**src/core/iab_pkg.sv**
```systemverilog
// register map, field layout and bit-rate tables of the two-wire timing block
package iab_pkg;
    // register offsets on the plain register port
    localparam logic [2:0] IAB_OFS_ADDR = 3'h0;
    localparam logic [2:0] IAB_OFS_RATE = 3'h1;
    localparam logic [2:0] IAB_OFS_CTRL = 3'h2;
    localparam logic [2:0] IAB_OFS_TXD = 3'h3;
    localparam logic [2:0] IAB_OFS_STAT = 3'h4;
    // field positions
    localparam int IAB_RATE_MULTIPLIER_SELECT_HI = 7;
    localparam int IAB_RATE_MULTIPLIER_SELECT_LO = 6;
    localparam int IAB_CODE_HI = 5;
    localparam int IAB_CTRL_EN = 7;
    localparam int IAB_CTRL_START = 0;
    localparam int IAB_CTRL_STOP = 1;
    localparam int IAB_CTRL_BYTE = 2;
    localparam int IAB_STAT_BUSY = 0;
    localparam int IAB_STAT_MATCH = 1;
    localparam int IAB_STAT_NACK = 2;
    localparam int IAB_STAT_BUS = 3;
    // values after reset
    localparam logic [7:0] IAB_RST_ADDR = 8'h00;
    localparam logic [7:0] IAB_RST_RATE = 8'h00;
    localparam logic [7:0] IAB_RST_CTRL = 8'h00;
    localparam logic [7:0] IAB_RST_TXD = 8'h00;
    // first-byte header of a 10-bit address
    localparam logic [4:0] IAB_TEN_HDR = 5'h1e;
    // data bits plus acknowledge slot
    localparam logic [3:0] IAB_ACK_BIT = 4'h8;
    // divider and hold counts for rate codes 0x00..0x1f
    localparam int IAB_DIV [32] = '{20, 22, 24, 26, 28, 30, 34, 40, 28, 32, 36, 40, 44, 48,
        56, 68, 48, 56, 64, 72, 80, 88, 104, 128, 80, 96, 112, 128, 144, 160, 192, 240};
    localparam int IAB_SDA [32] = '{7, 7, 8, 8, 9, 9, 10, 10, 7, 7, 9, 9, 11, 11, 13, 13,
        9, 9, 13, 13, 17, 17, 21, 21, 9, 9, 17, 17, 25, 25, 33, 33};
    localparam int IAB_STA [32] = '{6, 7, 8, 9, 10, 11, 13, 16, 10, 12, 14, 16, 18, 20, 24,
        30, 18, 22, 26, 30, 34, 38, 46, 58, 38, 46, 54, 62, 70, 78, 94, 118};
    localparam int IAB_STP [32] = '{11, 12, 13, 14, 15, 16, 18, 21, 15, 17, 19, 21, 23, 25,
        29, 35, 25, 29, 33, 37, 41, 45, 53, 65, 41, 49, 57, 65, 73, 81, 97, 121};

    typedef struct packed {
        logic [15:0] div;
        logic [15:0] sda;
        logic [15:0] sta;
        logic [15:0] stp;
    } iab_timing_t;

    // upper codes double the row eight codes below, hold counts follow suit
    function automatic iab_timing_t iab_lookup(input logic [5:0] code);
        iab_timing_t t;
        logic [4:0] idx;
        idx = code[5] ? {2'b11, code[2:0]} : code[4:0];
        t.div = 16'(IAB_DIV[idx]);
        t.sda = 16'(IAB_SDA[idx]);
        t.sta = 16'(IAB_STA[idx]);
        t.stp = 16'(IAB_STP[idx]);
        for (int i = 0; i < 4; i++) begin
            if (code[5] && (i <= int'(code[4:3]))) begin
                t.div = t.div << 1;
                t.sda = (t.sda << 1) - 16'h0001;
                t.sta = (t.sta << 1) + 16'h0002;
                t.stp = t.sta + 16'h0003;
            end
        end
        return t;
    endfunction : iab_lookup

    // multiplier as a shift: 1, 2, 4; reserved code runs as 1
    function automatic logic [1:0] iab_mul_shift(input logic [1:0] code);
        case (code)
            2'b01: return 2'h1;
            2'b10: return 2'h2;
            default: return 2'h0;
        endcase
    endfunction : iab_mul_shift

    function automatic logic [15:0] iab_scale(input logic [15:0] v, input logic [1:0] sh);
        return v << sh;
    endfunction : iab_scale
endpackage : iab_pkg

```
**src/core/iab_timing.sv**
```systemverilog
// two-wire bus own address, bit-rate timing and start/byte/stop sequencer
`timescale 1ns/100ps
// How it works
// [RL1] the clock line is open drain: we sense it and may pull it low.
// [RL2] the data line is open drain: we sense it and may pull it low.
// [RL3] the own address sits in bits 7..1 and is compared with the address byte after every start seen on the bus, our own included.
// [RL4] a 7-bit address matches whole; after a 10-bit header it matches the low seven bits.
// [RL5] bits 7..6 pick multiplier 1, 2 or 4, with the last code reserved.
// [RL6] bits 5..0 look up divider, data hold, start hold and stop hold counts.
// [RL7] one bit lasts multiplier times divider clocks.
// [RL8] data changes multiplier times data hold clocks after the clock falls.
// [RL9] the clock falls multiplier times start hold clocks after data falls at a start.
// [RL10] data rises multiplier times stop hold clocks after the clock rises at a stop.
// [RL11] codes 0x00..0x0f use dividers 20 up to 68 with their hold counts.
// [RL12] codes 0x10..0x1f use dividers 48 up to 240 with their hold counts.
// [RL13] with the enable bit clear the controller is idle and lets both lines go.
// [RL14] delays are counted in bus clocks from their first edge; new rates apply per bit.
module iab_timing
    import iab_pkg::*;
(
    input wire logic clock_i,
    input wire logic reset_i,
    input wire logic [2:0] reg_addr_i,
    input wire logic [7:0] reg_wdata_i,
    input wire logic reg_wr_i,
    input wire logic reg_rd_i,
    output logic [7:0] reg_rdata_o,
    input wire logic scl_i,
    output logic scl_o,
    output logic scl_oe_o,
    input wire logic sda_i,
    output logic sda_o,
    output logic sda_oe_o
);
    typedef enum logic [2:0] {S_IDLE, S_STA, S_PARK, S_LOW, S_HIGH, S_SPL, S_SPH} iab_seq_t;

    typedef struct packed {
        logic [7:0] addr;
        logic [7:0] rate;
        logic [7:0] ctrl;
        logic [7:0] txd;
        logic [7:0] rdata;
        iab_seq_t seq;
        logic [15:0] cnt;
        logic [3:0] bitn;
        logic [7:0] shift;
        logic [1:0] mul_sh;
        iab_timing_t tim;
        logic scl_oe;
        logic sda_oe;
        logic scl_out;
        logic sda_out;
        logic scl_s1;
        logic scl_s2;
        logic sda_s1;
        logic sda_s2;
        logic scl_p;
        logic sda_p;
        logic armed;
        logic [3:0] s_cnt;
        logic [7:0] s_sh;
        logic s_second;
        logic ten;
        logic match;
        logic nack;
    } iab_state_t;

    iab_state_t s;
    iab_state_t n;

    logic en;
    logic wr_ctrl;
    logic cmd_start;
    logic cmd_stop;
    logic cmd_byte;
    logic [15:0] lim_sda;
    logic [15:0] lim_sta;
    logic [15:0] lim_stp;
    logic [15:0] lim_per;
    logic [15:0] lim_half;
    logic [15:0] lim_high;
    logic scl_rise;
    logic bus_start;
    logic bus_stop;
    logic [7:0] s_byte;
    iab_timing_t new_tim;

    // fixed table rows watched by the table checks
    wire iab_timing_t row_0f = iab_lookup(6'h0f);
    wire iab_timing_t row_00 = iab_lookup(6'h00);
    wire iab_timing_t row_1f = iab_lookup(6'h1f);
    wire iab_timing_t row_3f = iab_lookup(6'h3f);

    // command strobes exist only in the write cycle; those bits read back as zero
    assign en = s.ctrl[IAB_CTRL_EN];
    assign wr_ctrl = reg_wr_i && (reg_addr_i == IAB_OFS_CTRL);
    assign cmd_start = wr_ctrl && reg_wdata_i[IAB_CTRL_EN] && reg_wdata_i[IAB_CTRL_START];
    assign cmd_stop = wr_ctrl && reg_wdata_i[IAB_CTRL_EN] && reg_wdata_i[IAB_CTRL_STOP];
    assign cmd_byte = wr_ctrl && reg_wdata_i[IAB_CTRL_EN] && reg_wdata_i[IAB_CTRL_BYTE];

    // phase lengths from the latched multiplier and table row
    assign new_tim = iab_lookup(s.rate[IAB_CODE_HI:0]); // RL6 RL11 RL12
    assign lim_sda = iab_scale(s.tim.sda, s.mul_sh); // RL8
    assign lim_sta = iab_scale(s.tim.sta, s.mul_sh); // RL9
    assign lim_stp = iab_scale(s.tim.stp, s.mul_sh); // RL10
    assign lim_per = iab_scale(s.tim.div, s.mul_sh); // RL7
    assign lim_half = {1'b0, lim_per[15:1]};
    assign lim_high = lim_per - lim_half;

    // bus watcher works only on the second synchroniser stage and its delayed copy
    assign scl_rise = s.scl_s2 && !s.scl_p;
    assign bus_start = s.scl_s2 && s.scl_p && s.sda_p && !s.sda_s2;
    assign bus_stop = s.scl_s2 && s.scl_p && !s.sda_p && s.sda_s2;
    assign s_byte = {s.s_sh[6:0], s.sda_s2};

    always_comb begin
        n = s;
        // two-stage synchronisers on the sensed lines
        n.scl_s1 = scl_i; // RL1
        n.scl_s2 = s.scl_s1;
        n.sda_s1 = sda_i; // RL2
        n.sda_s2 = s.sda_s1;
        n.scl_p = s.scl_s2;
        n.sda_p = s.sda_s2;
        // open drain: the driven level is always low, only the enables move
        n.scl_out = 1'b0;
        n.sda_out = 1'b0;

        // register writes
        if (reg_wr_i) begin
            case (reg_addr_i)
                IAB_OFS_ADDR: n.addr = {reg_wdata_i[7:1], 1'b0}; // RL3
                IAB_OFS_RATE: n.rate = reg_wdata_i;
                IAB_OFS_CTRL: n.ctrl = reg_wdata_i & (8'h01 << IAB_CTRL_EN);
                IAB_OFS_TXD: n.txd = reg_wdata_i;
                IAB_OFS_STAT: begin
                    if (reg_wdata_i[IAB_STAT_MATCH]) n.match = 1'b0;
                    if (reg_wdata_i[IAB_STAT_NACK]) n.nack = 1'b0;
                end
                default: ;
            endcase
        end

        // read data stands the cycle after the strobe, zero otherwise
        n.rdata = 8'h00;
        if (reg_rd_i) begin
            case (reg_addr_i)
                IAB_OFS_ADDR: n.rdata = s.addr;
                IAB_OFS_RATE: n.rdata = s.rate;
                IAB_OFS_CTRL: n.rdata = s.ctrl;
                IAB_OFS_TXD: n.rdata = s.txd;
                IAB_OFS_STAT: begin
                    n.rdata[IAB_STAT_BUSY] = (s.seq != S_IDLE) && (s.seq != S_PARK);
                    n.rdata[IAB_STAT_MATCH] = s.match;
                    n.rdata[IAB_STAT_NACK] = s.nack;
                    n.rdata[IAB_STAT_BUS] = s.armed;
                end
                default: n.rdata = 8'h00;
            endcase
        end

        // address watcher: shift on clock rise, judge after eight bits
        if (bus_start) begin
            n.armed = 1'b1;
            n.s_cnt = 4'h0;
            n.s_second = 1'b0;
            n.ten = 1'b0;
        end else if (bus_stop) begin
            n.armed = 1'b0;
        end else if (s.armed && scl_rise) begin
            if (s.s_cnt == IAB_ACK_BIT) begin
                n.s_cnt = 4'h0;
                n.s_second = 1'b1;
            end else begin
                n.s_sh = s_byte;
                n.s_cnt = s.s_cnt + 4'h1;
                if (s.s_cnt == IAB_ACK_BIT - 4'h1) begin
                    if (!s.s_second && s_byte[7:3] == IAB_TEN_HDR) begin
                        n.ten = 1'b1; // RL4
                    end else if (!s.s_second && s_byte[7:1] == s.addr[7:1]) begin
                        n.match = 1'b1; // RL3 RL4
                    end else if (s.s_second && s.ten && s_byte[6:0] == s.addr[7:1]) begin
                        n.match = 1'b1; // RL4
                    end
                end
            end
        end

        // sequencer; counts start at zero on the edge that opens each delay
        n.cnt = s.cnt + 16'h0001; // RL14
        case (s.seq)
            S_IDLE: begin
                n.scl_oe = 1'b0;
                n.sda_oe = 1'b0;
                if (cmd_start) begin
                    n.tim = new_tim;
                    n.mul_sh = iab_mul_shift(s.rate[IAB_RATE_MULTIPLIER_SELECT_HI:IAB_RATE_MULTIPLIER_SELECT_LO]); // RL5
                    n.sda_oe = 1'b1; // RL2
                    n.cnt = 16'h0000;
                    n.seq = S_STA;
                end
            end
            S_STA: begin
                if (s.cnt == lim_sta - 16'h0001) begin
                    n.scl_oe = 1'b1; // RL9
                    n.seq = S_PARK;
                end
            end
            S_PARK: begin
                // a fresh rate takes hold here as well as at the start and after each data bit in S_HIGH
                n.cnt = 16'h0000;
                if (cmd_byte || cmd_stop) begin
                    n.tim = new_tim; // RL14
                    n.mul_sh = iab_mul_shift(s.rate[IAB_RATE_MULTIPLIER_SELECT_HI:IAB_RATE_MULTIPLIER_SELECT_LO]);
                    n.bitn = 4'h0;
                    n.shift = s.txd;
                    n.seq = cmd_byte ? S_LOW : S_SPL;
                end
            end
            S_LOW: begin
                n.scl_oe = 1'b1;
                if (s.cnt == lim_sda - 16'h0001) begin
                    n.sda_oe = (s.bitn == IAB_ACK_BIT) ? 1'b0 : !s.shift[7]; // RL8
                end
                if (s.cnt == lim_half - 16'h0001) begin
                    n.scl_oe = 1'b0; // RL1
                    n.cnt = 16'h0000;
                    n.seq = S_HIGH;
                end
            end
            S_HIGH: begin
                // no stretch wait: the bit length stays exact, a slow target is not served
                if (s.cnt == lim_high - 16'h0001) begin
                    n.scl_oe = 1'b1; // RL7
                    n.cnt = 16'h0000;
                    n.shift = {s.shift[6:0], 1'b0};
                    if (s.bitn == IAB_ACK_BIT) begin
                        n.nack = s.nack | s.sda_s2;
                        n.seq = S_PARK;
                    end else begin
                        n.bitn = s.bitn + 4'h1;
                        n.tim = new_tim; // RL14
                        n.mul_sh = iab_mul_shift(s.rate[IAB_RATE_MULTIPLIER_SELECT_HI:IAB_RATE_MULTIPLIER_SELECT_LO]);
                        n.seq = S_LOW;
                    end
                end
            end
            S_SPL: begin
                n.scl_oe = 1'b1;
                if (s.cnt == lim_sda - 16'h0001) begin
                    n.sda_oe = 1'b1;
                end
                if (s.cnt == lim_half - 16'h0001) begin
                    n.scl_oe = 1'b0;
                    n.cnt = 16'h0000;
                    n.seq = S_SPH;
                end
            end
            S_SPH: begin
                if (s.cnt == lim_stp - 16'h0001) begin
                    n.sda_oe = 1'b0; // RL10
                    n.seq = S_IDLE;
                end
            end
            default: n.seq = S_IDLE;
        endcase

        // disabled: sequencer back to S_IDLE, watcher disarmed and both lines let go; the enable being written
        // counts, so a start in the same write as the enable is not lost
        if (!n.ctrl[IAB_CTRL_EN]) begin
            n.seq = S_IDLE; // RL13
            n.scl_oe = 1'b0;
            n.sda_oe = 1'b0;
            n.armed = 1'b0;
        end
    end

    always_ff @(posedge clock_i or posedge reset_i) begin
        if (reset_i) begin
            s <= '0;
            s.addr <= IAB_RST_ADDR;
            s.rate <= IAB_RST_RATE;
            s.ctrl <= IAB_RST_CTRL;
            s.txd <= IAB_RST_TXD;
            s.seq <= S_IDLE;
            s.scl_s1 <= 1'b1;
            s.scl_s2 <= 1'b1;
            s.sda_s1 <= 1'b1;
            s.sda_s2 <= 1'b1;
            s.scl_p <= 1'b1;
            s.sda_p <= 1'b1;
        end else begin
            s <= n;
        end
    end

    assign reg_rdata_o = s.rdata;
    assign scl_o = s.scl_out;
    assign scl_oe_o = s.scl_oe;
    assign sda_o = s.sda_out;
    assign sda_oe_o = s.sda_oe;

    chk_start_hold: assert property (@(posedge clock_i) disable iff (reset_i) // RL9
        (en && s.seq == S_STA && s.cnt < lim_sta - 16'h0001) |=> (sda_oe_o && !scl_oe_o))
        else $error("clock fell before start hold ended");
    chk_start_fall: assert property (@(posedge clock_i) disable iff (reset_i) // RL9
        (en && s.seq == S_STA && s.cnt == lim_sta - 16'h0001) |=> (scl_oe_o && sda_oe_o))
        else $error("clock not pulled low at end of start hold");
    chk_data_hold: assert property (@(posedge clock_i) disable iff (reset_i) // RL8
        (en && s.seq == S_LOW && s.cnt < lim_sda - 16'h0001) |=> $stable(sda_oe_o))
        else $error("data moved inside data hold");
    chk_stop_hold: assert property (@(posedge clock_i) disable iff (reset_i) // RL10
        (en && s.seq == S_SPH && s.cnt < lim_stp - 16'h0001) |=> (sda_oe_o && !scl_oe_o))
        else $error("data released before stop hold ended");
    chk_high_len: assert property (@(posedge clock_i) disable iff (reset_i) // RL7
        (en && s.seq == S_LOW && s.cnt == lim_half - 16'h0001) |=> !scl_oe_o [*2])
        else $error("clock high phase cut short");
    chk_rate_multiplier_select_map: assert property (@(posedge clock_i) disable iff (reset_i) // RL5
        (s.seq == S_STA && $past(s.seq) == S_IDLE) |->
        (lim_per == ($past(s.rate[7:6]) == 2'b10 ? 16'h0004 : $past(s.rate[7:6]) == 2'b01 ?
        16'h0002 : 16'h0001) * $past(new_tim.div)))
        else $error("bit period differs from multiplier times divider");
    chk_lut_low: assert property (@(posedge clock_i) disable iff (reset_i) // RL11
        row_0f.div == 16'h0044 && row_00.stp == 16'h000b)
        else $error("low rate table row wrong");
    chk_lut_high: assert property (@(posedge clock_i) disable iff (reset_i) // RL12
        row_1f.div == 16'h00f0 && row_3f.sta == 16'h077e)
        else $error("high rate table row wrong");
    chk_disable_idle: assert property (@(posedge clock_i) disable iff (reset_i) // RL13
        !en |-> (!scl_oe_o && !sda_oe_o && s.seq == S_IDLE))
        else $error("lines held while disabled");
endmodule : iab_timing

```
**config.mk**
```make
export PLATFORM = sky130hd
export DESIGN_NAME = iab_timing
export DESIGN_NICKNAME = d
export VERILOG_FILES = /design/src/core/iab_pkg.sv /design/src/core/iab_timing.sv
export SDC_FILE = /design/constraint.sdc
export NUM_CORES = 1
export LEC_CHECK = 0
export BUFFER_PORTS_ARGS = -buffer_cell sky130_fd_sc_hd__buf_2
export CAP_MARGIN = 20
export CORE_ASPECT_RATIO = 1.4
export CORE_MARGIN = 2
export CORE_UTILIZATION = 40
export DETAILED_ROUTE_END_ITERATION = 6
export SLEW_MARGIN = 20
export SYNTH_ARGS = -nofsm -noshare
export SYNTH_HDL_FRONTEND = slang
export SYNTH_SLANG_ARGS = --single-unit
```
**constraint.sdc**
```tcl
create_clock -name clock_i -period 6 [get_ports clock_i]
set_clock_uncertainty 0.05 [all_clocks]
set_input_delay 0.6 -clock clock_i [delete_from_list [all_inputs] [get_ports clock_i]]
set_output_delay 0.6 -clock clock_i [all_outputs]
set_load 0.02 [all_outputs]
```
# Word level (Yosys, flattened, before mapping)
# Memories as Yosys holds them, arrays and structs flattened.
# Index checks and enable logic that the tools add are counted.
dict set report totals {
  mem_count 4
  romBits 4096
  in_bits 17
  elab_cells 229
  register_bits 154
}
dict set report classes {
  eq_ne 42
  magnitude_cmp 4
  add_sub_neg 21
  n_reduce_logical 49
  shift 4
  bitwise_logic 5
  muxes 71
}
# name words word_bits read_ports rd_clocked_by_memory_dff wr line
set mem_list {}
lappend mem_list {{(name not given)} 32 32 1 0 0 iab_pkg.sv:55} ;# t.stp = 16'(IAB_STP[idx]);
lappend mem_list {{(name not given)} 32 32 1 0 0 iab_pkg.sv:54} ;# t.sta = 16'(IAB_STA[idx]);
lappend mem_list {{(name not given)} 32 32 1 0 0 iab_pkg.sv:53} ;# t.sda = 16'(IAB_SDA[idx]);
lappend mem_list {{(name not given)} 32 32 1 0 0 iab_pkg.sv:52} ;# t.div = 16'(IAB_DIV[idx]);
# cell n
set ops {}
lappend ops {{$mux 64} 4}
lappend ops {{$pmux 66 s3} 1}
lappend ops {{$mux 16} 9}
lappend ops {{$mux 66} 2}
lappend ops {{$add 16x2->16 const B} 8}
lappend ops {{$sub 16x1->16 const B} 8}
lappend ops {{$mux 98} 1}
lappend ops {{$eq 16x16->1} 5}
lappend ops {{$pmux 16 s5} 1}
lappend ops {{$mux 78} 1}
lappend ops {{$shl 16x2->16} 4}
lappend ops {{$mux 19} 3}
lappend ops {{$mux 8} 4}
lappend ops {{$pmux 4 s4} 2}
lappend ops {{$mux 15} 2}
lappend ops {{$ne 3x3->1 const B} 9}
lappend ops {{$pmux 12 s2} 1}
lappend ops {{$mux 1} 21}
lappend ops {{$pmux 3 s7} 1}
lappend ops {{$logic_and 1x1->1} 20}
lappend ops {{$add 16x1->16 const B} 1}
lappend ops {{$sub 15x1->16 const B} 1}
lappend ops {{$sub 16x15->16} 1}
lappend ops {{$mux 3} 5}
lappend ops {{37 further kinds} 81}

# Depth between registers and ports, before layout
dict set report logic_depth {
  depth_word 21
  depth_mapped 24
}

# Worst setup path after synthesis
# OpenSTA, ideal clock, no wires.
dict set report synth_timing {
  path_kind {register to register}
  from {register s[149] in the netlist's numbering}
  to {register s[37] in the netlist's numbering}
  path_stages_with_launch 24
  arrival_ns 5.059
  n_path_buf 5
  required_time_ns 5.819
  path_slack_ns 0.760
  path_cell_list {dfrtp_1 -> clkbuf_1 -> inv_1 -> clkbuf_1 -> ha_1 -> mux2_2 -> clkbuf_1 -> nor2_1 -> nor2_1 -> nand2_1 -> ha_1 -> clkbuf_1 -> nand2b_1 -> o221ai_1 -> or2_0 -> clkbuf_1 -> o211ai_1 -> a21o_1 -> or4_1 -> o22ai_2 -> nand3_1 -> and4b_1 -> o32ai_1 -> a211oi_1}
}
dict set report synth_via {
  elab_chain_len 17
  word_cells_on_any_way 25
  classes_between {add/sub: 8; mux: 14; bitwise: 1; memory: 2}
}
# item line
set synth_rtl {}
lappend synth_rtl {{start, declared} iab_timing.sv:68} ;# iab_state_t s;
lappend synth_rtl {{start signal, assigned} iab_timing.sv:293} ;# s <= n;
lappend synth_rtl {{$mux 5 *} iab_pkg.sv:51} ;# idx = code[5] ? {2'b11, code[2:0]} : code[4:0];
lappend synth_rtl {{$not 5->6 (not written as such) *} {iab_pkg.sv:54, iab_pkg.sv:55}}
lappend synth_rtl {{$mem_v2 32x32} n/a}
lappend synth_rtl {{$mux 16 (not written as such) (2 in series)} iab_pkg.sv:54}
lappend synth_rtl {{$add 16x2->16} iab_pkg.sv:60} ;# t.sta = (t.sta << 1) + 16'h0002;
lappend synth_rtl {{$mux 64 *} iab_pkg.sv:57} ;# if (code[5] && (i <= int'(code[4:3]))) begin
lappend synth_rtl {{$add 16x2->16} iab_pkg.sv:60}
lappend synth_rtl {{$mux 64 *} iab_pkg.sv:57}
lappend synth_rtl {{$add 16x2->16} iab_pkg.sv:60}
lappend synth_rtl {{$mux 64 *} iab_pkg.sv:57}
lappend synth_rtl {{$add 16x2->16} iab_pkg.sv:60}
lappend synth_rtl {{$add 16x2->16} iab_pkg.sv:61} ;# t.stp = t.sta + 16'h0003;
lappend synth_rtl {{$mux 64 *} iab_pkg.sv:57}
lappend synth_rtl {{$mux 66} iab_timing.sv:237} ;# if (s.bitn == IAB_ACK_BIT) begin
lappend synth_rtl {{$mux 98} iab_timing.sv:233} ;# if (s.cnt == lim_high - 16'h0001) begin
lappend synth_rtl {{$pmux 66 s3 *} iab_timing.sv:191} ;# case (s.seq)
# Mark *: on every way between the ends. The rest lies on a longest branch, timed or not. The select of a mux whose other input is x is not followed.
# A chain may end at the register's enable or synchronous reset.

# Worst setup path in the final report
dict set report layout_timing {
  from {register s[91] in the netlist's numbering}
  to {register s[85] in the netlist's numbering}
}
dict set report layout_via {
  elab_chain_len 6
}
# item line
set layout_rtl {}
lappend layout_rtl {{$shl 16x2->16} iab_pkg.sv:77} ;# return v << sh;
lappend layout_rtl {{$sub 16x15->16} iab_timing.sv:108} ;# assign lim_high = lim_per - lim_half;
lappend layout_rtl {{$sub 16x1->16} iab_timing.sv:233}
lappend layout_rtl {{$eq 16x16->1} iab_timing.sv:233}
lappend layout_rtl {{$ne 2x2->1 (no line)} n/a}
lappend layout_rtl {{$reduce_and 5->1 (no line)} n/a}
# Every way passes these cells.

==> results.py <==
metrics = {
    "final_layout": {
        "multiInputGateArea_mm2": 0.0106,
        "layout-drive-gt1-share_pct": 12.3,
        "fin_cells": 2285,
        "fill_cells": 3633,
        "register_area_mm2": 0.00367,
        "n_antenna_cell": 0,
        "fin_nets": 1880,
        "syn2layout_area_growth_pct": 7.07,
    },
    "sta": {
        "rsz0062_at_grt": "false",
        "maxSlewViolCount": 0,
        "slew-limit-headroom_pct": 36.8,
        "tightest_slew_ns": 0.945,
        "tns_ns": 0,
        "setup_viol": 0,
        "fin_crit_sh_pct": 85.0,
        "period_needed_ns": 5.10,
        "timing.fmax_mhz": 196,
        "hold_viol": 0,
    },
    "floorplanning": {
        "die_y_um": 234,
        "initial_core_util_pct": 40.4,
        "rows": 84,
        "dieWidth_um": 168,
        "fp.coreArea_mm2": 0.0373,
        "die_area_mm2": 0.0393,
        "io_pins": 29,
    },
    "global_route": {
        "grt_max_degree": 95,
        "antenna_found_initial": 0,
        "grt_overflow": 0,
        "grt_pass1_wl_um": 71200,
        "grt_pass1_vias": 13024,
        "grt_usage_pct": 22.8,
    },
    "placed_design": {
        "port_buffers": 26,
        "place.gp.congestion": 0.965,
        "dp_hpwl_um": 34200,
        "dp_cells": 2252,
    },
    "yosys": {
        "synthAdderAreaFrac_pct": 5.36,
        "synth.distinct_cells": 102,
        "yosysSeqAreaShare_pct": 24.3,
        "synth_xor_area_share_pct": 10.5,
        "synth_top_area_cell": "dfrtp_1",
        "synth-compound-area-share_pct": 20.4,
        "ys_ff_latch": 146,
        "synth-main-ff-cell": "dfrtp_1",
        "synthArstFlopShare_pct": 100,
        "synth_edf_count": 0,
        "synth-simple-area-share_pct": 21.9,
        "synthMuxAreaShare_pct": 11.9,
        "yosysTopAreaCellShare_pct": 23.3,
        "synthCells": 1840,
        "synth_top_family_by_area": "simple AND/OR/NAND/NOR gates",
        "syn-cell-area_mm2": 0.0151,
        "yosys-top-cells-area": "dfrtp_1 23%, xnor2_1 5.8%, ha_1 5.2%, nand2_1 4.5%, nor2_1 4.4%",
        "yosys_warnings": 0,
        "avgSynthCellArea_um2": 8.19,
    },
    "clock_tree": {
        "htreeDepth": 4,
        "cts_buffers": 17,
        "cts_buffer_depth": 2,
        "cts_tree": "done",
        "clk_pin_slew_ns": 0.07,
        "clock_sinks": 146,
        "cts-resized-gates": 0,
        "cts_setup_buffers": 0,
        "clock_tree.root_cell": "clkbuf_16",
        "worstSkewPairLatency_ns": 0.44,
        "postCtsHoldBufs": 0,
    },
    "critical_path": {
        "r2r-start": "s[91]",
        "critPathArrivalTime_ns": 5.42,
        "cp-end-kind": "flip-flop",
        "crit_type": "reg2reg",
        "start_kind": "flip-flop",
        "crit_path_start": "s[91]",
        "required_ns": 6.32,
        "crit_fanout": 33,
    },
    "detailed_routing": {
        "first_pass_iters": 6,
        "vias": 13637,
        "vias_per_cell": 5.97,
        "remaining_drc_errors": 0,
        "totalWireLength_um": 44800,
        "drt_iter0_drc": 1051,
        "wire_per_inst_um": 19.6,
        "antenna_left": 0,
    },
    "outcome": {
        "outcome": "complete, no violations",
    },
    "power": {
        "leakage_uw": 0.00652,
        "pwr_density_cell_mw_per_mm2": 581,
        "ir_drop_uv": 263,
        "finalPower_uw": 9370,
    },
    "worst_hold_path": {
        "min_path_type": "in2reg",
        "hp-start": "scl_i",
    },
    "job": {
        "maxCapViolCount": 0,
    },
}
-- logic make-up after synthesis --
logic type	after synthesis
AOI/OAI and AO/OA	457
buffers and inverters	195
other	2
xor gates and xnor gates	175
DFF	146
adders and majority gates	64
and+or+nand+nor	666
muxes	135
-- worst max-delay path, stage by stage (launching register included) --
cell and delay [ns]:
dfrtp_4 0.71, mux2i_1 0.17, o21ai_0 0.40, inv_1 0.16
ha_1 0.35, nor2b_1 0.14, a21oi_1 0.31, o211ai_1 0.27
nor2_1 0.22, mux2_2 0.36, nor4_1 0.27, and4b_1 0.37
buf_4 0.25, a31oi_4 0.27, a2111oi_0 0.56, a21o_1 0.13
-- cell usage after synthesis (all sizes together), types with 49 or more instances --
cell type	count
inv	65
xnor2	100
nor2	175
buf	49
ha	63
xor2	72
a21oi	102
mux2i	59
dfrtp	140
nand3	62
clkbuf	79
o21ai	108
nand2	181
-- cell usage in the layout (no fill, tap or decap), types with 24 or more instances in the layout --
master / count
nand2_1: 179
nor2_1: 173
dfrtp_1: 137
o21ai_0: 101
a21oi_1: 100
xnor2_1: 100
xor2_1: 72
ha_1: 63
inv_1: 62
nand3_1: 62
mux2i_1: 58
mux2_2: 46
buf_4: 37
nor3_1: 34
nor2b_1: 33
mux4_2: 29
a31oi_1: 28
a211oi_1: 27
buf_2: 26
nand2b_1: 25
nor4_1: 24
-- layout make-up --
cell class / instances / area share (%)
clock buffer: 17 / 2.64
clock inverter: 15 / 1.04
inverter: 67 / 1.59
multi-input combinational: 1503 / 65.8
sequential: 146 / 22.7
tap: 473 / 3.67
timing repair buffer: 64 / 2.56
-- report_power, final --
group	leakage [uW]	internal, uW	switching [uW]
Combinational	0.00439	2730	3700
Sequential	0.00185	1270	602
Clock	0.000285	559	505
-- final timing paths --
path	to	slack [ns]	cells after the start
min in group asynchronous	s[118]	0.26	2
hold reg to reg	n[18]	0.31	0
setup / recovery	s[85]	0.90	15
setup reg to reg	s[85]	0.90	15
max in group asynchronous	s[91]	4.35	3
hold / removal	n[21]	0.20	1
-- sequential cells by signal, indices dropped and copies added, names as in the netlist --
register / cells
scl_oe_o: 1
sda_oe_o: 1
en: 1
n: 4
reg_rdata_o: 8
s: 131
-- layer usage --
layer / GRT usage (%) / part of all wire (%)
met5: 0 / 0
met2: 40.6 / 50
met4: 13.3 / 5.7
met1: 26.6 / 41
met3: 2.39 / 3.3
-- per-stage QoR --
stage | utilization [%] | setup slack [ns] | instance area (um^2) | hold slack (ns)
3_3_place_gp | 41.6 | 1.02 | 15500 | 0.296
5_1_grt | 43.2 | 0.505 | 16100 | 0.185
3_5_place_dp | 41.6 | 0.995 | 15500 | 0.297
6_report | 43.2 | 0.900 | 16100 | 0.202
2_1_floorplan | - | 0.760 | 15100 | 0.295
4_1_cts | 43.2 | 0.899 | 16100 | 0.176
Note: power is estimated with default switching activity, not from simulation.
